==> config.mk <==
export PLATFORM = sky130hd
export DESIGN_NAME = otss_top
export DESIGN_NICKNAME = d
export VERILOG_FILES = /design/src/rtl/otss_pkg.sv /design/src/rtl/otss_top.sv /design/src/rtl/otss_term_sel.sv /design/src/rtl/otss_persist.sv
export VERILOG_INCLUDE_DIRS = /design/src /design/src/rtl
export SDC_FILE = /design/constraint.sdc
export NUM_CORES = 1
export LEC_CHECK = 0
export ABC_CLOCK_PERIOD_IN_PS = 11400
export BUFFER_PORTS_ARGS = -buffer_cell sky130_fd_sc_hd__buf_2
export CORE_MARGIN = 2
export CORE_UTILIZATION = 60
export CTS_CLUSTER_DIAMETER = 120
export DETAILED_ROUTE_END_ITERATION = 8
export GPL_ROUTABILITY_DRIVEN = 0
export GPL_TIMING_DRIVEN = 1
export PLACE_DENSITY = 0.77
export SYNTH_ARGS = -nofsm -noshare
export SYNTH_HDL_FRONTEND = slang
export SYNTH_SLANG_ARGS = --single-unit
==> constraint.sdc <==
create_clock -name clk_i -period 11.4 [get_ports clk_i]
set_input_delay 2.28 -clock clk_i [delete_from_list [all_inputs] [get_ports clk_i]]
set_output_delay 2.28 -clock clk_i [all_outputs]
set_load 0.03 [all_outputs]
==> src/rtl/otss_regs.svh <==
`ifndef OTSS_REGS_SVH
`define OTSS_REGS_SVH

// Register byte offsets
`define OTSS_A_FUNC0      8'h00
`define OTSS_A_FUNC1      8'h04
`define OTSS_A_FUNC2      8'h08
`define OTSS_A_FUNC3      8'h0c
`define OTSS_A_FUNC4      8'h10
`define OTSS_A_FUNC6      8'h18
`define OTSS_A_START_FREQ 8'h1c
`define OTSS_A_DET_FREQ   8'h20
`define OTSS_A_DET_REV    8'h24
`define OTSS_A_DET2_FREQ  8'h28
`define OTSS_A_DET3_FREQ  8'h2c
`define OTSS_A_TRIP_LEVEL 8'h30
`define OTSS_A_CURR_LEVEL 8'h34
`define OTSS_A_CURR_TIME  8'h38
`define OTSS_A_ZERO_LEVEL 8'h3c
`define OTSS_A_ZERO_TIME  8'h40
`define OTSS_A_FLAGS      8'h44
`define OTSS_A_TERM       8'h48
`define OTSS_A_IRQ_STAT   8'h4c
`define OTSS_A_IRQ_MASK   8'h50

// Terminal codes after reset
`define OTSS_NUM_TERM     7
`define OTSS_RST_F0       14'd0
`define OTSS_RST_F1       14'd1
`define OTSS_RST_F2       14'd2
`define OTSS_RST_F3       14'd3
`define OTSS_RST_F4       14'd4
`define OTSS_RST_F5       14'd99
`define OTSS_RST_F6       14'd9999

// Other reset values
`define OTSS_RST_FREQ     16'h0000
`define OTSS_RST_TRIP     16'hffff
`define OTSS_RST_LEVEL    16'hffff
`define OTSS_RST_TIME     16'h000a
`define OTSS_RST_MASK     16'h0000

// Function codes
`define OTSS_CODE_RUN     14'd0
`define OTSS_CODE_MAXFLG  14'd13
`define OTSS_CODE_GAP1    14'd7
`define OTSS_CODE_GAP2    14'd9
`define OTSS_CODE_FAULT   14'd99
`define OTSS_CODE_NEG_LO  14'd100
`define OTSS_CODE_NEG_HI  14'd199
`define OTSS_IDX_FAULT    4'd14

// Flag bit positions
`define OTSS_B_RUN        0
`define OTSS_B_AT_SPEED   1
`define OTSS_B_PWR_LOSS   2
`define OTSS_B_STALL      3
`define OTSS_B_FDET       4
`define OTSS_B_FDET2      5
`define OTSS_B_FDET3      6
`define OTSS_B_THERM      8
`define OTSS_B_PANEL      10
`define OTSS_B_READY      11
`define OTSS_B_OVERCUR    12
`define OTSS_B_ZEROCUR    13
`define OTSS_B_FAULT      14

// Thermal levels in percent
`define OTSS_PCT_PREALARM 7'd85
`define OTSS_PCT_TRIP     7'd100

// Timing
`define OTSS_CLK_NS       4
`define OTSS_TICK_NS      100000

// Bus answers
`define OTSS_RESP_OKAY    2'b00
`define OTSS_RESP_SLVERR  2'b10

`endif

==> src/rtl/otss_pkg.sv <==
`include "otss_regs.svh"

package otss_pkg;

  typedef logic [13:0] otss_code_t;
  typedef logic [15:0] otss_flags_t;

  typedef struct packed {
    logic       valid;
    logic       invert;
    logic [3:0] idx;
  } otss_sel_t;

  typedef enum logic {
    OTSS_WR_IDLE = 1'b0,
    OTSS_WR_RESP = 1'b1
  } otss_wr_t;

  typedef enum logic {
    OTSS_RD_IDLE = 1'b0,
    OTSS_RD_DATA = 1'b1
  } otss_rd_t;

  // Unknown or unassigned codes decode as invalid and leave the terminal off
  function automatic otss_sel_t otss_decode(input otss_code_t c);
    otss_sel_t  s;
    otss_code_t b;
    s = '0;
    b = c;
    if (c >= `OTSS_CODE_NEG_LO && c <= `OTSS_CODE_NEG_HI) begin
      s.invert = 1'b1;
      b        = c - `OTSS_CODE_NEG_LO;
    end
    if (b <= `OTSS_CODE_MAXFLG && b != `OTSS_CODE_GAP1 && b != `OTSS_CODE_GAP2) begin
      s.valid = 1'b1;
      s.idx   = b[3:0];
    end else if (b == `OTSS_CODE_FAULT) begin
      s.valid = 1'b1;
      s.idx   = `OTSS_IDX_FAULT;
    end
    return s;
  endfunction

  function automatic logic [31:0] otss_merge(input logic [31:0] old,
                                             input logic [31:0] data,
                                             input logic [3:0]  strb);
    logic [31:0] r;
    r = old;
    for (int i = 0; i < 4; i++) begin
      if (strb[i]) begin
        r[i*8 +: 8] = data[i*8 +: 8];
      end
    end
    return r;
  endfunction

  function automatic logic [31:0] otss_pct(input logic [15:0] v, input logic [6:0] pct);
    return 32'(v) * 32'(pct);
  endfunction

endpackage

==> src/rtl/otss_top.sv <==
// Function
// - Seven terminals with codes reset to 0, 1, 2, 3, 4, 99, 9999.
// - Code 9999 selects nothing; terminal stays inactive.
// - Codes 0-13 (not 7 or 9) and 99 select flag directly; 100-199 select code minus 100 inverted.
// - Running flag: operating and output frequency at or above starting frequency.
// - At-speed flag: output frequency has reached the set frequency.
// - Power-loss flag: instantaneous power failure or undervoltage protection active.
// - Stall alarm flag: true while stall prevention is active.
// - Frequency detect flag vs detection level; reverse uses its own level.
// - Second and third detect flags each compare against own level.
// - Thermal prealarm at 85 percent of trip; protection trips at 100.
// - Panel mode flag: true while panel operation mode is selected.
// - Ready flag only after power-up and reset done, while startable or running.
// - Overcurrent flag: current above threshold longer than configured time.
// - Zero current flag: output power below threshold longer than configured time.
`include "otss_regs.svh"
module otss_top #(
  parameter int FW          = 16,
  parameter int TICK_CYCLES = `OTSS_TICK_NS / `OTSS_CLK_NS
) (
  // Clock and reset
  input  wire logic          clk_i,
  input  wire logic          rstn_i,
  // AXI4-Lite write address
  input  wire logic [7:0]    s_axi_awaddr,
  input  wire logic          s_axi_awvalid,
  output logic               s_axi_awready,
  // AXI4-Lite write data
  input  wire logic [31:0]   s_axi_wdata,
  input  wire logic [3:0]    s_axi_wstrb,
  input  wire logic          s_axi_wvalid,
  output logic               s_axi_wready,
  // AXI4-Lite write response
  output logic [1:0]         s_axi_bresp,
  output logic               s_axi_bvalid,
  input  wire logic          s_axi_bready,
  // AXI4-Lite read address
  input  wire logic [7:0]    s_axi_araddr,
  input  wire logic          s_axi_arvalid,
  output logic               s_axi_arready,
  // AXI4-Lite read data
  output logic [31:0]        s_axi_rdata,
  output logic [1:0]         s_axi_rresp,
  output logic               s_axi_rvalid,
  input  wire logic          s_axi_rready,
  // Drive status
  input  wire logic          running_i,
  input  wire logic          reverse_i,
  input  wire logic [FW-1:0] out_freq_i,
  input  wire logic [FW-1:0] set_freq_i,
  input  wire logic          inst_pwr_fail_i,
  input  wire logic          undervolt_i,
  input  wire logic          stall_active_i,
  input  wire logic [15:0]   thermal_i,
  input  wire logic          panel_mode_i,
  input  wire logic          reset_done_i,
  input  wire logic          startable_i,
  input  wire logic [15:0]   out_current_i,
  input  wire logic [15:0]   out_power_i,
  input  wire logic          fault_i,
  // Terminals and events
  output logic [6:0]         term_o,
  output logic               thermal_trip_o,
  output logic               irq_o
);
  import otss_pkg::*;

  localparam int NT  = `OTSS_NUM_TERM;
  localparam int TCW = $clog2(TICK_CYCLES + 1);

  // Power-up codes
  localparam otss_code_t FUNC_RST [NT] = '{
    `OTSS_RST_F0, `OTSS_RST_F1, `OTSS_RST_F2, `OTSS_RST_F3,
    `OTSS_RST_F4, `OTSS_RST_F5, `OTSS_RST_F6
  };

  otss_code_t     func [NT];
  logic [FW-1:0]  start_freq, det_freq, det_rev, det2_freq, det3_freq;
  logic [15:0]    trip_level, curr_level, curr_time, zero_level, zero_time, irq_mask, irq_stat;
  otss_flags_t    flags, flags_q;
  logic [NT-1:0]  next_term;
  logic           ready_armed, overcur_hit, zerocur_hit, tick;
  logic [TCW-1:0] tick_cnt;
  otss_wr_t       wr_state;
  otss_rd_t       rd_state;
  logic           aw_got, w_got, do_write, wr_ok, rd_ok;
  logic [7:0]     aw_addr_q;
  logic [31:0]    w_data_q, next_rdata;
  logic [3:0]     w_strb_q;
  logic [15:0]    w16, irq_clr;

  //////////////////////////////////////////////////////////////////////////////
  // Time base for the persistence timers
  always_ff @(posedge clk_i or negedge rstn_i) begin
    if (!rstn_i) begin
      tick_cnt <= '0;
    end else if (tick) begin
      tick_cnt <= '0;
    end else begin
      tick_cnt <= tick_cnt + 1'b1;
    end
  end

  assign tick = (tick_cnt == TCW'(TICK_CYCLES - 1));

  //////////////////////////////////////////////////////////////////////////////
  // Status flags
  // Ready is held off until the reset process has finished once
  always_ff @(posedge clk_i or negedge rstn_i) begin
    if (!rstn_i) begin
      ready_armed <= 1'b0;
    end else if (reset_done_i) begin
      ready_armed <= 1'b1;
    end
  end

  otss_persist u_overcur (
    .clk_i (clk_i),
    .rstn_i(rstn_i),
    .tick_i(tick),
    .cond_i(out_current_i > curr_level),
    .time_i(curr_time),
    .hit_o (overcur_hit)
  );

  otss_persist u_zerocur (
    .clk_i (clk_i),
    .rstn_i(rstn_i),
    .tick_i(tick),
    .cond_i(out_power_i < zero_level),
    .time_i(zero_time),
    .hit_o (zerocur_hit)
  );

  always_comb begin
    flags = '0;
    flags[`OTSS_B_RUN]      = running_i && (out_freq_i >= start_freq);
    flags[`OTSS_B_AT_SPEED] = out_freq_i >= set_freq_i;
    flags[`OTSS_B_PWR_LOSS] = inst_pwr_fail_i | undervolt_i;
    flags[`OTSS_B_STALL]    = stall_active_i;
    flags[`OTSS_B_FDET]     = reverse_i ? (out_freq_i >= det_rev) : (out_freq_i >= det_freq);
    flags[`OTSS_B_FDET2]    = out_freq_i >= det2_freq;
    flags[`OTSS_B_FDET3]    = out_freq_i >= det3_freq;
    flags[`OTSS_B_THERM]    = otss_pct(thermal_i, `OTSS_PCT_TRIP) >=
                              otss_pct(trip_level, `OTSS_PCT_PREALARM);
    flags[`OTSS_B_PANEL]    = panel_mode_i;
    flags[`OTSS_B_READY]    = ready_armed && (startable_i || running_i);
    flags[`OTSS_B_OVERCUR]  = overcur_hit;
    flags[`OTSS_B_ZEROCUR]  = zerocur_hit;
    flags[`OTSS_B_FAULT]    = fault_i | thermal_trip_o;
  end

  // A full thermal count is a trip and therefore also raises the fault flag
  always_ff @(posedge clk_i or negedge rstn_i) begin
    if (!rstn_i) begin
      thermal_trip_o <= 1'b0;
    end else begin
      thermal_trip_o <= otss_pct(thermal_i, `OTSS_PCT_TRIP) >=
                        otss_pct(trip_level, `OTSS_PCT_TRIP);
    end
  end

  //////////////////////////////////////////////////////////////////////////////
  // Terminal routing
  for (genvar t = 0; t < NT; t++) begin : g_term
    otss_term_sel u_sel (
      .code_i  (func[t]),
      .flags_i (flags),
      .active_o(next_term[t])
    );
  end

  always_ff @(posedge clk_i or negedge rstn_i) begin
    if (!rstn_i) begin
      term_o <= '0;
    end else begin
      term_o <= next_term;
    end
  end

  //////////////////////////////////////////////////////////////////////////////
  // Interrupts on rising flag edges
  // A new edge in the clearing cycle survives the clear
  always_ff @(posedge clk_i or negedge rstn_i) begin
    if (!rstn_i) begin
      flags_q  <= '0;
      irq_stat <= '0;
      irq_o    <= 1'b0;
    end else begin
      flags_q  <= flags;
      irq_stat <= (irq_stat & ~irq_clr) | (flags & ~flags_q);
      irq_o    <= |(irq_stat & irq_mask);
    end
  end

  //////////////////////////////////////////////////////////////////////////////
  // AXI4-Lite write side
  assign s_axi_awready = (wr_state == OTSS_WR_IDLE) && !aw_got;
  assign s_axi_wready  = (wr_state == OTSS_WR_IDLE) && !w_got;
  assign s_axi_bvalid  = (wr_state == OTSS_WR_RESP);
  assign do_write      = (wr_state == OTSS_WR_IDLE) && aw_got && w_got;

  always_ff @(posedge clk_i or negedge rstn_i) begin
    if (!rstn_i) begin
      aw_got    <= 1'b0;
      aw_addr_q <= '0;
    end else if (s_axi_awvalid && s_axi_awready) begin
      aw_got    <= 1'b1;
      aw_addr_q <= s_axi_awaddr;
    end else if (do_write) begin
      aw_got    <= 1'b0;
    end
  end

  always_ff @(posedge clk_i or negedge rstn_i) begin
    if (!rstn_i) begin
      w_got    <= 1'b0;
      w_data_q <= '0;
      w_strb_q <= '0;
    end else if (s_axi_wvalid && s_axi_wready) begin
      w_got    <= 1'b1;
      w_data_q <= s_axi_wdata;
      w_strb_q <= s_axi_wstrb;
    end else if (do_write) begin
      w_got    <= 1'b0;
    end
  end

  always_ff @(posedge clk_i or negedge rstn_i) begin
    if (!rstn_i) begin
      wr_state    <= OTSS_WR_IDLE;
      s_axi_bresp <= `OTSS_RESP_OKAY;
    end else begin
      case (wr_state)
        OTSS_WR_IDLE: begin
          if (do_write) begin
            wr_state    <= OTSS_WR_RESP;
            s_axi_bresp <= wr_ok ? `OTSS_RESP_OKAY : `OTSS_RESP_SLVERR;
          end
        end
        OTSS_WR_RESP: begin
          if (s_axi_bready) begin
            wr_state <= OTSS_WR_IDLE;
          end
        end
        default: wr_state <= OTSS_WR_IDLE;
      endcase
    end
  end

  always_comb begin
    w16     = 16'(otss_merge(32'h0000_0000, w_data_q, w_strb_q));
    irq_clr = '0;
    if (do_write && aw_addr_q == `OTSS_A_IRQ_STAT) begin
      irq_clr = w16;
    end
    wr_ok = (aw_addr_q <= `OTSS_A_IRQ_MASK) && (aw_addr_q[1:0] == 2'b00) &&
            (aw_addr_q != `OTSS_A_FLAGS) && (aw_addr_q != `OTSS_A_TERM);
  end

  // Byte strobes apply to the two low lanes; upper lanes hold nothing
  always_ff @(posedge clk_i or negedge rstn_i) begin
    if (!rstn_i) begin
      for (int t = 0; t < NT; t++) begin
        func[t] <= FUNC_RST[t];
      end
    end else if (do_write && aw_addr_q <= `OTSS_A_FUNC6 && aw_addr_q[1:0] == 2'b00) begin
      func[aw_addr_q[4:2]] <= otss_code_t'(otss_merge(32'(func[aw_addr_q[4:2]]), w_data_q, w_strb_q));
    end
  end

  always_ff @(posedge clk_i or negedge rstn_i) begin
    if (!rstn_i) begin
      start_freq <= FW'(`OTSS_RST_FREQ);
      det_freq   <= FW'(`OTSS_RST_FREQ);
      det_rev    <= FW'(`OTSS_RST_FREQ);
      det2_freq  <= FW'(`OTSS_RST_FREQ);
      det3_freq  <= FW'(`OTSS_RST_FREQ);
      trip_level <= `OTSS_RST_TRIP;
      curr_level <= `OTSS_RST_LEVEL;
      curr_time  <= `OTSS_RST_TIME;
      zero_level <= '0;
      zero_time  <= `OTSS_RST_TIME;
      irq_mask   <= `OTSS_RST_MASK;
    end else if (do_write) begin
      case (aw_addr_q)
        `OTSS_A_START_FREQ: start_freq <= FW'(otss_merge(32'(start_freq), w_data_q, w_strb_q));
        `OTSS_A_DET_FREQ:   det_freq   <= FW'(otss_merge(32'(det_freq), w_data_q, w_strb_q));
        `OTSS_A_DET_REV:    det_rev    <= FW'(otss_merge(32'(det_rev), w_data_q, w_strb_q));
        `OTSS_A_DET2_FREQ:  det2_freq  <= FW'(otss_merge(32'(det2_freq), w_data_q, w_strb_q));
        `OTSS_A_DET3_FREQ:  det3_freq  <= FW'(otss_merge(32'(det3_freq), w_data_q, w_strb_q));
        `OTSS_A_TRIP_LEVEL: trip_level <= 16'(otss_merge(32'(trip_level), w_data_q, w_strb_q));
        `OTSS_A_CURR_LEVEL: curr_level <= 16'(otss_merge(32'(curr_level), w_data_q, w_strb_q));
        `OTSS_A_CURR_TIME:  curr_time  <= 16'(otss_merge(32'(curr_time), w_data_q, w_strb_q));
        `OTSS_A_ZERO_LEVEL: zero_level <= 16'(otss_merge(32'(zero_level), w_data_q, w_strb_q));
        `OTSS_A_ZERO_TIME:  zero_time  <= 16'(otss_merge(32'(zero_time), w_data_q, w_strb_q));
        `OTSS_A_IRQ_MASK:   irq_mask   <= 16'(otss_merge(32'(irq_mask), w_data_q, w_strb_q));
        default: ;
      endcase
    end
  end

  //////////////////////////////////////////////////////////////////////////////
  // AXI4-Lite read side
  assign s_axi_arready = (rd_state == OTSS_RD_IDLE);
  assign s_axi_rvalid  = (rd_state == OTSS_RD_DATA);

  always_comb begin
    next_rdata = '0;
    rd_ok      = (s_axi_araddr[1:0] == 2'b00);
    if (s_axi_araddr <= `OTSS_A_FUNC6) begin
      next_rdata = 32'(func[s_axi_araddr[4:2]]);
    end else begin
      case (s_axi_araddr)
        `OTSS_A_START_FREQ: next_rdata = 32'(start_freq);
        `OTSS_A_DET_FREQ:   next_rdata = 32'(det_freq);
        `OTSS_A_DET_REV:    next_rdata = 32'(det_rev);
        `OTSS_A_DET2_FREQ:  next_rdata = 32'(det2_freq);
        `OTSS_A_DET3_FREQ:  next_rdata = 32'(det3_freq);
        `OTSS_A_TRIP_LEVEL: next_rdata = 32'(trip_level);
        `OTSS_A_CURR_LEVEL: next_rdata = 32'(curr_level);
        `OTSS_A_CURR_TIME:  next_rdata = 32'(curr_time);
        `OTSS_A_ZERO_LEVEL: next_rdata = 32'(zero_level);
        `OTSS_A_ZERO_TIME:  next_rdata = 32'(zero_time);
        `OTSS_A_FLAGS:      next_rdata = 32'(flags);
        `OTSS_A_TERM:       next_rdata = 32'(term_o);
        `OTSS_A_IRQ_STAT:   next_rdata = 32'(irq_stat);
        `OTSS_A_IRQ_MASK:   next_rdata = 32'(irq_mask);
        default:            rd_ok      = 1'b0;
      endcase
    end
  end

  always_ff @(posedge clk_i or negedge rstn_i) begin
    if (!rstn_i) begin
      rd_state    <= OTSS_RD_IDLE;
      s_axi_rdata <= '0;
      s_axi_rresp <= `OTSS_RESP_OKAY;
    end else begin
      case (rd_state)
        OTSS_RD_IDLE: begin
          if (s_axi_arvalid) begin
            rd_state    <= OTSS_RD_DATA;
            s_axi_rdata <= rd_ok ? next_rdata : 32'h0000_0000;
            s_axi_rresp <= rd_ok ? `OTSS_RESP_OKAY : `OTSS_RESP_SLVERR;
          end
        end
        OTSS_RD_DATA: begin
          if (s_axi_rready) begin
            rd_state <= OTSS_RD_IDLE;
          end
        end
        default: rd_state <= OTSS_RD_IDLE;
      endcase
    end
  end

endmodule

==> src/rtl/otss_term_sel.sv <==
module otss_term_sel (
  // Selection
  input  wire otss_pkg::otss_code_t  code_i,
  input  wire otss_pkg::otss_flags_t flags_i,
  // Result
  output logic                       active_o
);
  import otss_pkg::*;

  otss_sel_t sel;

  always_comb begin
    sel      = otss_decode(code_i);
    active_o = sel.valid & (flags_i[sel.idx] ^ sel.invert);
  end

endmodule

==> src/rtl/otss_persist.sv <==
module otss_persist #(
  parameter int W = 16
) (
  // Clock and reset
  input  wire logic         clk_i,
  input  wire logic         rstn_i,
  // Condition and time
  input  wire logic         tick_i,
  input  wire logic         cond_i,
  input  wire logic [W-1:0] time_i,
  // Result
  output logic              hit_o
);
  import otss_pkg::*;

  logic [W-1:0] cnt;

  // Any break in the condition restarts the count
  always_ff @(posedge clk_i or negedge rstn_i) begin
    if (!rstn_i) begin
      cnt <= '0;
    end else if (!cond_i) begin
      cnt <= '0;
    end else if (tick_i && cnt != '1) begin
      cnt <= cnt + 1'b1;
    end
  end

  always_ff @(posedge clk_i or negedge rstn_i) begin
    if (!rstn_i) begin
      hit_o <= 1'b0;
    end else begin
      hit_o <= cond_i && (cnt > time_i);
    end
  end

endmodule

### After elaboration in Yosys (flattened, before gate mapping)

Cells that the tools add are included.

* register bits after elaboration: 428
* input port bits: 148
* output and inout port bits: 50
* word-level logic and storage cells: 356

* $add $sub $neg: 10
* multiply operators: 3
* magnitude comparators: 46
* equal/unequal tests: 54
* mux-type cells: 94
* bitwise logic cells: 26
* reductions and logical operators: 73

Operator list (count)
* 16-bit case mux with 14 select lines: 1
* 14-bit 2-to-1 mux: 12
* 8-bit by 6-bit equality test with 1-bit output (second input constant): 16
* 98-bit bitwise mux: 1
* 14-bit by 7-bit equality test with 1-bit output (second input constant): 7
* 14-bit by 7-bit >= comparator with 1-bit output (second input constant): 7
* 14-bit by 4-bit <= comparator with 1-bit output (second input constant): 7
* 14-bit by 8-bit <= comparator with 1-bit output (second input constant): 7
* 14-bit by 3-bit != test with 1-bit output (second input constant): 7
* 14-bit by 4-bit != test with 1-bit output (second input constant): 7
* 14-bit by 7-bit subtractor with 14-bit output (second input constant): 7
* 16-bit >= comparator: 6
* 16-bit 2-to-1 mux: 6
* 14-bit binary-select mux with 3-bit select: 2
* 3-bit AND reduction: 22
* 8-bit by 7-bit equality test with 1-bit output (second input constant): 8
* 4-bit 2-to-1 mux: 14
* 16-bit > comparator: 3
* 23-bit >= comparator: 2
* 14-bit demux with 3-bit select: 1
* 16-bit by 5-bit multiplier with 21-bit output (second input constant): 2
* 1-bit logical AND: 40
* 1-bit 2-to-1 mux: 38
* 4-bit by 5-bit less-than comparator with 1-bit output (second input constant): 7
* other kinds (37): 76

### Depth between registers and ports, before layout

* depth after elaboration: 11
* depth in mapped cells: 30
* mapped depth without buffers: 30

### Cells and area by module

A second synthesis with hierarchy kept.

* cells, all modules: 3554
* area, all modules: 34249.1 µm²

Modules (own cells, without submodules)
* otss_top: instances 1, cells an instance 2617, area an instance 26470.4 µm², seq. area each 9475.3 µm²
* otss_term_sel: instances 7, cells an instance 89, area an instance 719.4 µm², seq. area each 0.0 µm²
* otss_persist: instances 2, cells an instance 157, area an instance 1371.3 µm², seq. area each 425.4 µm²

### Worst setup path before layout

No wires, ideal clock.

* path type: input port to flip-flop
* from: in thermal_i[2]
* to: reg term_o[3]
* library setup time: 86 ps
* arrival: 7487 ps
* required time: 11314 ps
* slack: 3827 ps
* cell stages on the path: 24
* buffers on the path: 0
* path through: ha_1 > ha_1 > fa_1 > ha_1 > a21oi_1 > o21ai_0 > a21oi_1 > o21bai_1 > a21o_1 > a41o_1 > o41ai_1 > nor2b_1 > o21ai_0 > nand2b_1 > xor2_1 > ha_1 > a2111oi_0 > a41oi_1 > mux2i_1 > o21ai_0 > nor3b_1 > a211o_1 > or3_1 > a32oi_1

* cells in the longest elaborated chain, start to end: 6

RTL lines
* from (decl): RTL line otss_top.sv:54 `input wire logic [15:0] thermal_i,`
* 16-bit by 5-bit multiplier with 21-bit output: RTL line otss_pkg.sv:58 `return 32'(v) * 32'(pct);`
* 23-bit >= comparator: RTL line otss_top.sv:144 `` flags[`OTSS_B_THERM] = otss_pct(thermal_i, `OTSS_PCT_TRIP) >= ``
* via flags[8]: RTL line otss_top.sv:80 `otss_flags_t flags, flags_q;`
* 1-bit binary-select mux with 4-bit select: RTL line otss_term_sel.sv:14 `active_o = sel.valid & (flags_i[sel.idx] ^ sel.invert);`
* 1-bit 2-to-1 mux (implied by the code): RTL line otss_term_sel.sv:14
* 1-bit XOR: RTL line otss_term_sel.sv:14
* 1-bit AND: RTL line otss_term_sel.sv:14
* via g_term[3].u_sel.active_o: RTL line otss_term_sel.sv:6 `output logic active_o`
* to (signal assigned): RTL line otss_top.sv:177 `term_o <= next_term;`
* to (decl): RTL line otss_top.sv:62 `output logic [6:0] term_o,`

The timed path passes the listed nets, and every way through them passes these cells. The select of a mux whose other input is x is not followed.
A chain may end at the register's enable or synchronous reset.

### Worst setup path in the final report

Same ends and word-level chain as after synthesis.

==> results.md <==
* Num rows at 85
* Area grow syn2layout at 9.160%
* Distinct cells, synth at 112
* Number of synthesized flops with an enable pin at 0
* DR pass1 iterations at 6
* CTS tree: built
* Max Slew Vio Count at 0
* Die width at 237.3 um
* Die area at 56290 um^2
* Setup crit end kind: register
* DRC viols at 0
* WHS Path Cells at 1
* Slew @ Worst Pin at 1.170 ns
* Worst setup SP type: primary input
* Leak at 16.72 nW
* F_max at 128.1 MHz
* Largest reg by FF count: func
* RSZ-0062 raised after global routing: no
* R2r setup slk at 4.31 ns
* Post-Layout Cell Count at 4319
* DP Wirelength at 73960 um
* Post-synth top flop: dfrtp_1
* Vias in the first global route at ~27k
* Power per cell area at 194.2 nW/um^2
* Largest net degree at the start of global routing at around 180
* Postcts setup bufs at 0
* Critical Path Fanout Max at 8
* Core footprint at 53810 um^2
* Vias at 27.85k
* CP arrival at 8.31 ns
* Max reg flops at between 90 and 100
* CTS sink cnt at 410
* R2R cell count at 29
* YS warnings at 0
* Critical path class: primary input to register
* Root buffer cell: clkbuf_16
* Worst IR Drop VDD at approximately 0.26 mV
* Final ANT Viol Nets at 0
* Post-Syn Area at 32650 um^2
* Layout cell share with drive strength beyond 1 at 17.10%
* Post_cts resized at 0
* Run status: complete, no violations
* Final number of setup-violating endpoints at 0
* GRT overflow at 0
* Data required, critical path at between 10 and 15 ns
* Ys async rst share at 100.0%
* WHS Endpoint: irq_stat[12]
* Final core occ at 66.22%
* Class of the worst hold path: register to register
* Initial antenna violation count at 2
* Dpl cells at approximately 4.2k
* Cts hold-fix bufs at 0
* Post-DR vias/cell at 6.448
* Final min period at between 7 and 8 ns
* Max Cap Viol at 0
* Average wire per standard cell at 23.13 um
* Clock skew at 0.03757 ns
* Cells after synthesis at around 3.5k
* Global Route Usage Sum at 35.30%
* Flops & latches, synth at 410
* Most common cell after layout, fill and taps aside: ha_1
* Worst-Skew Late Latency at 0.62 ns
* Htree depth at 2
* Initial drt markers at around 2.9k
* Deepest clock path buffer count at 3
* Total negative slack at 0 ns
* Design Power at 6.920 mW
* Starting density of the core at about 60%
* Hold_sp: flags_q[12]
* Ports at about 200
* RR Startpoint: trip_level[5]
* Global-route wire length before repair at approximately 150000 um
* Final critical-path share of the clock period at 68.49%
* CTS Buf Count at 46
* Worst slew margin at 21.28%
* Clk pin slew, worst setup/hold paths at 0.06 ns
* Routed WL at around 100000 um
* Die height at 237.3 um
* Nets at approximately 4.2k
* PortBufs at 161
* Most frequent cells in the layout: ha_1, inv_1, dfrtp_1
* Worst reg2reg endpoint: term_o[3]
* Post-synthesis sequential area ratio at a little under a third
* Hold Fails Final Rpt at 0
* Syn Area/Cell at between 9 and 10 um^2
-- how the worst max path moves through the flow --
stage | from | to | cells after the start | slack [ns]
6_report | thermal_i[2] | term_o[3] | 26 | 3.59
3_3_place_gp | thermal_i[2] | term_o[3] | 26 | 3.12
2_1_floorplan | thermal_i[2] | term_o[3] | 24 | 3.83
4_1_cts | thermal_i[2] | term_o[3] | 26 | 3.57
5_1_grt | thermal_i[2] | term_o[3] | 26 | 3.16
3_5_place_dp | thermal_i[2] | term_o[3] | 26 | 2.98
-- synth_stat cells, drive strengths merged, types with 11 or more instances --
library cell | number | area share (%)
nor4 | 14 | 0.31
ha | 380 | 15
nor2 | 216 | 2.5
inv | 379 | 4.4
nand4 | 65 | 1.2
dfrtp | 357 | 27
a221oi | 30 | 0.82
xor2 | 54 | 1.5
nand2b | 43 | 0.82
a22oi | 27 | 0.62
a211oi | 19 | 0.45
nand3 | 72 | 1.1
xnor2 | 46 | 1.2
fa | 46 | 2.8
o31ai | 11 | 0.31
and2 | 17 | 0.33
o21a | 20 | 0.46
o2111ai | 16 | 0.43
o21ai | 222 | 3.4
nand2 | 282 | 3.2
o211ai | 39 | 0.98
o221ai | 20 | 0.56
mux2 | 208 | 7.2
a22o | 27 | 0.72
mux4 | 28 | 1.9
dfstp | 53 | 4.3
and3 | 35 | 0.67
a21o | 40 | 0.92
buf | 52 | 0.97
or3 | 11 | 0.21
mux2i | 85 | 2.6
nor3 | 49 | 0.82
a21oi | 171 | 2.7
clkbuf | 119 | 1.4
a31oi | 22 | 0.42
nor2b | 30 | 0.57
-- power by group --
group | leakage [nW] | switching (mW) | total, mW | internal [mW]
Combinational | 10.6 | 1.84 | 3.02 | 1.18
Clock | 0.842 | 0.659 | 1.69 | 1.03
Sequential | 5.32 | 0.501 | 2.21 | 1.71
-- layer usage --
metal  routed length, um  part of all wire (%)  track usage (%)
met5                  13                 0.013                0
met4                7214                   7.2            21.92
met3                9929                   9.9            9.546
met2               43510                    44            53.90
met1               39220                    39            44.69
-- layout make-up --
| type | instances | area, um^2 |
|---|---|---|
| sequential | 410 | 10330 |
| clock buffer | 62 | 1343 |
| multi-input combinational | 2550 | 20200 |
| clock inverter | 23 | 380.4 |
| fill | 4306 | 18180 |
| timing repair buffer | 195 | 1084 |
| tap | 696 | 870.8 |
| antenna | 3 | 7.507 |
| inverter | 380 | 1426 |
-- metrics by stage --
step | hold WS [ns] | area (um^2) | setup WS (ns)
3_3_place_gp | 0.4023 | 33910 | 3.116
4_1_cts | 0.4256 | 35630 | 3.569
2_1_floorplan | 0.3996 | 32710 | 3.827
3_5_place_dp | 0.4141 | 33910 | 2.976
6_report | 0.4236 | 35640 | 3.592
5_1_grt | 0.4447 | 35630 | 3.160
-- worst max-delay path: stages --
cell and delay [ns]:
buf_2 0.13, ha_1 0.29, ha_1 0.31, fa_1 0.46, ha_1 0.34, a21oi_1 0.13
o21ai_0 0.13, a21oi_1 0.17, o21bai_1 0.10, a21o_1 0.21, a41o_1 0.26, o41ai_1 0.55
nor2b_1 0.09, o21ai_0 0.19, nand2b_1 0.09, xor2_1 0.17, ha_1 0.22, a2111oi_0 0.51
a41oi_1 0.19, buf_4 0.24, mux2i_1 0.13, o21ai_0 0.07, nor3b_1 0.15, a211o_1 0.31
or3_1 0.35, a32oi_1 0.21
-- logic make-up (layout without fill, tap and decap cells) --
logic type	after synthesis	in the layout	synth area share, %
AO/OA/AOI/OAI	778	778	16.02
XOR/XNOR	100	100	2.706
adder cells (fa/ha/maj)	426	426	17.39
buffers and inverters	552	660	6.742
flip-flops	410	410	31.63
multiplexers	321	321	11.72
other	1	21	0.01149
AND/OR/NAND/NOR	907	907	13.78
No activity file was read; power rests on OpenSTA's default activity.
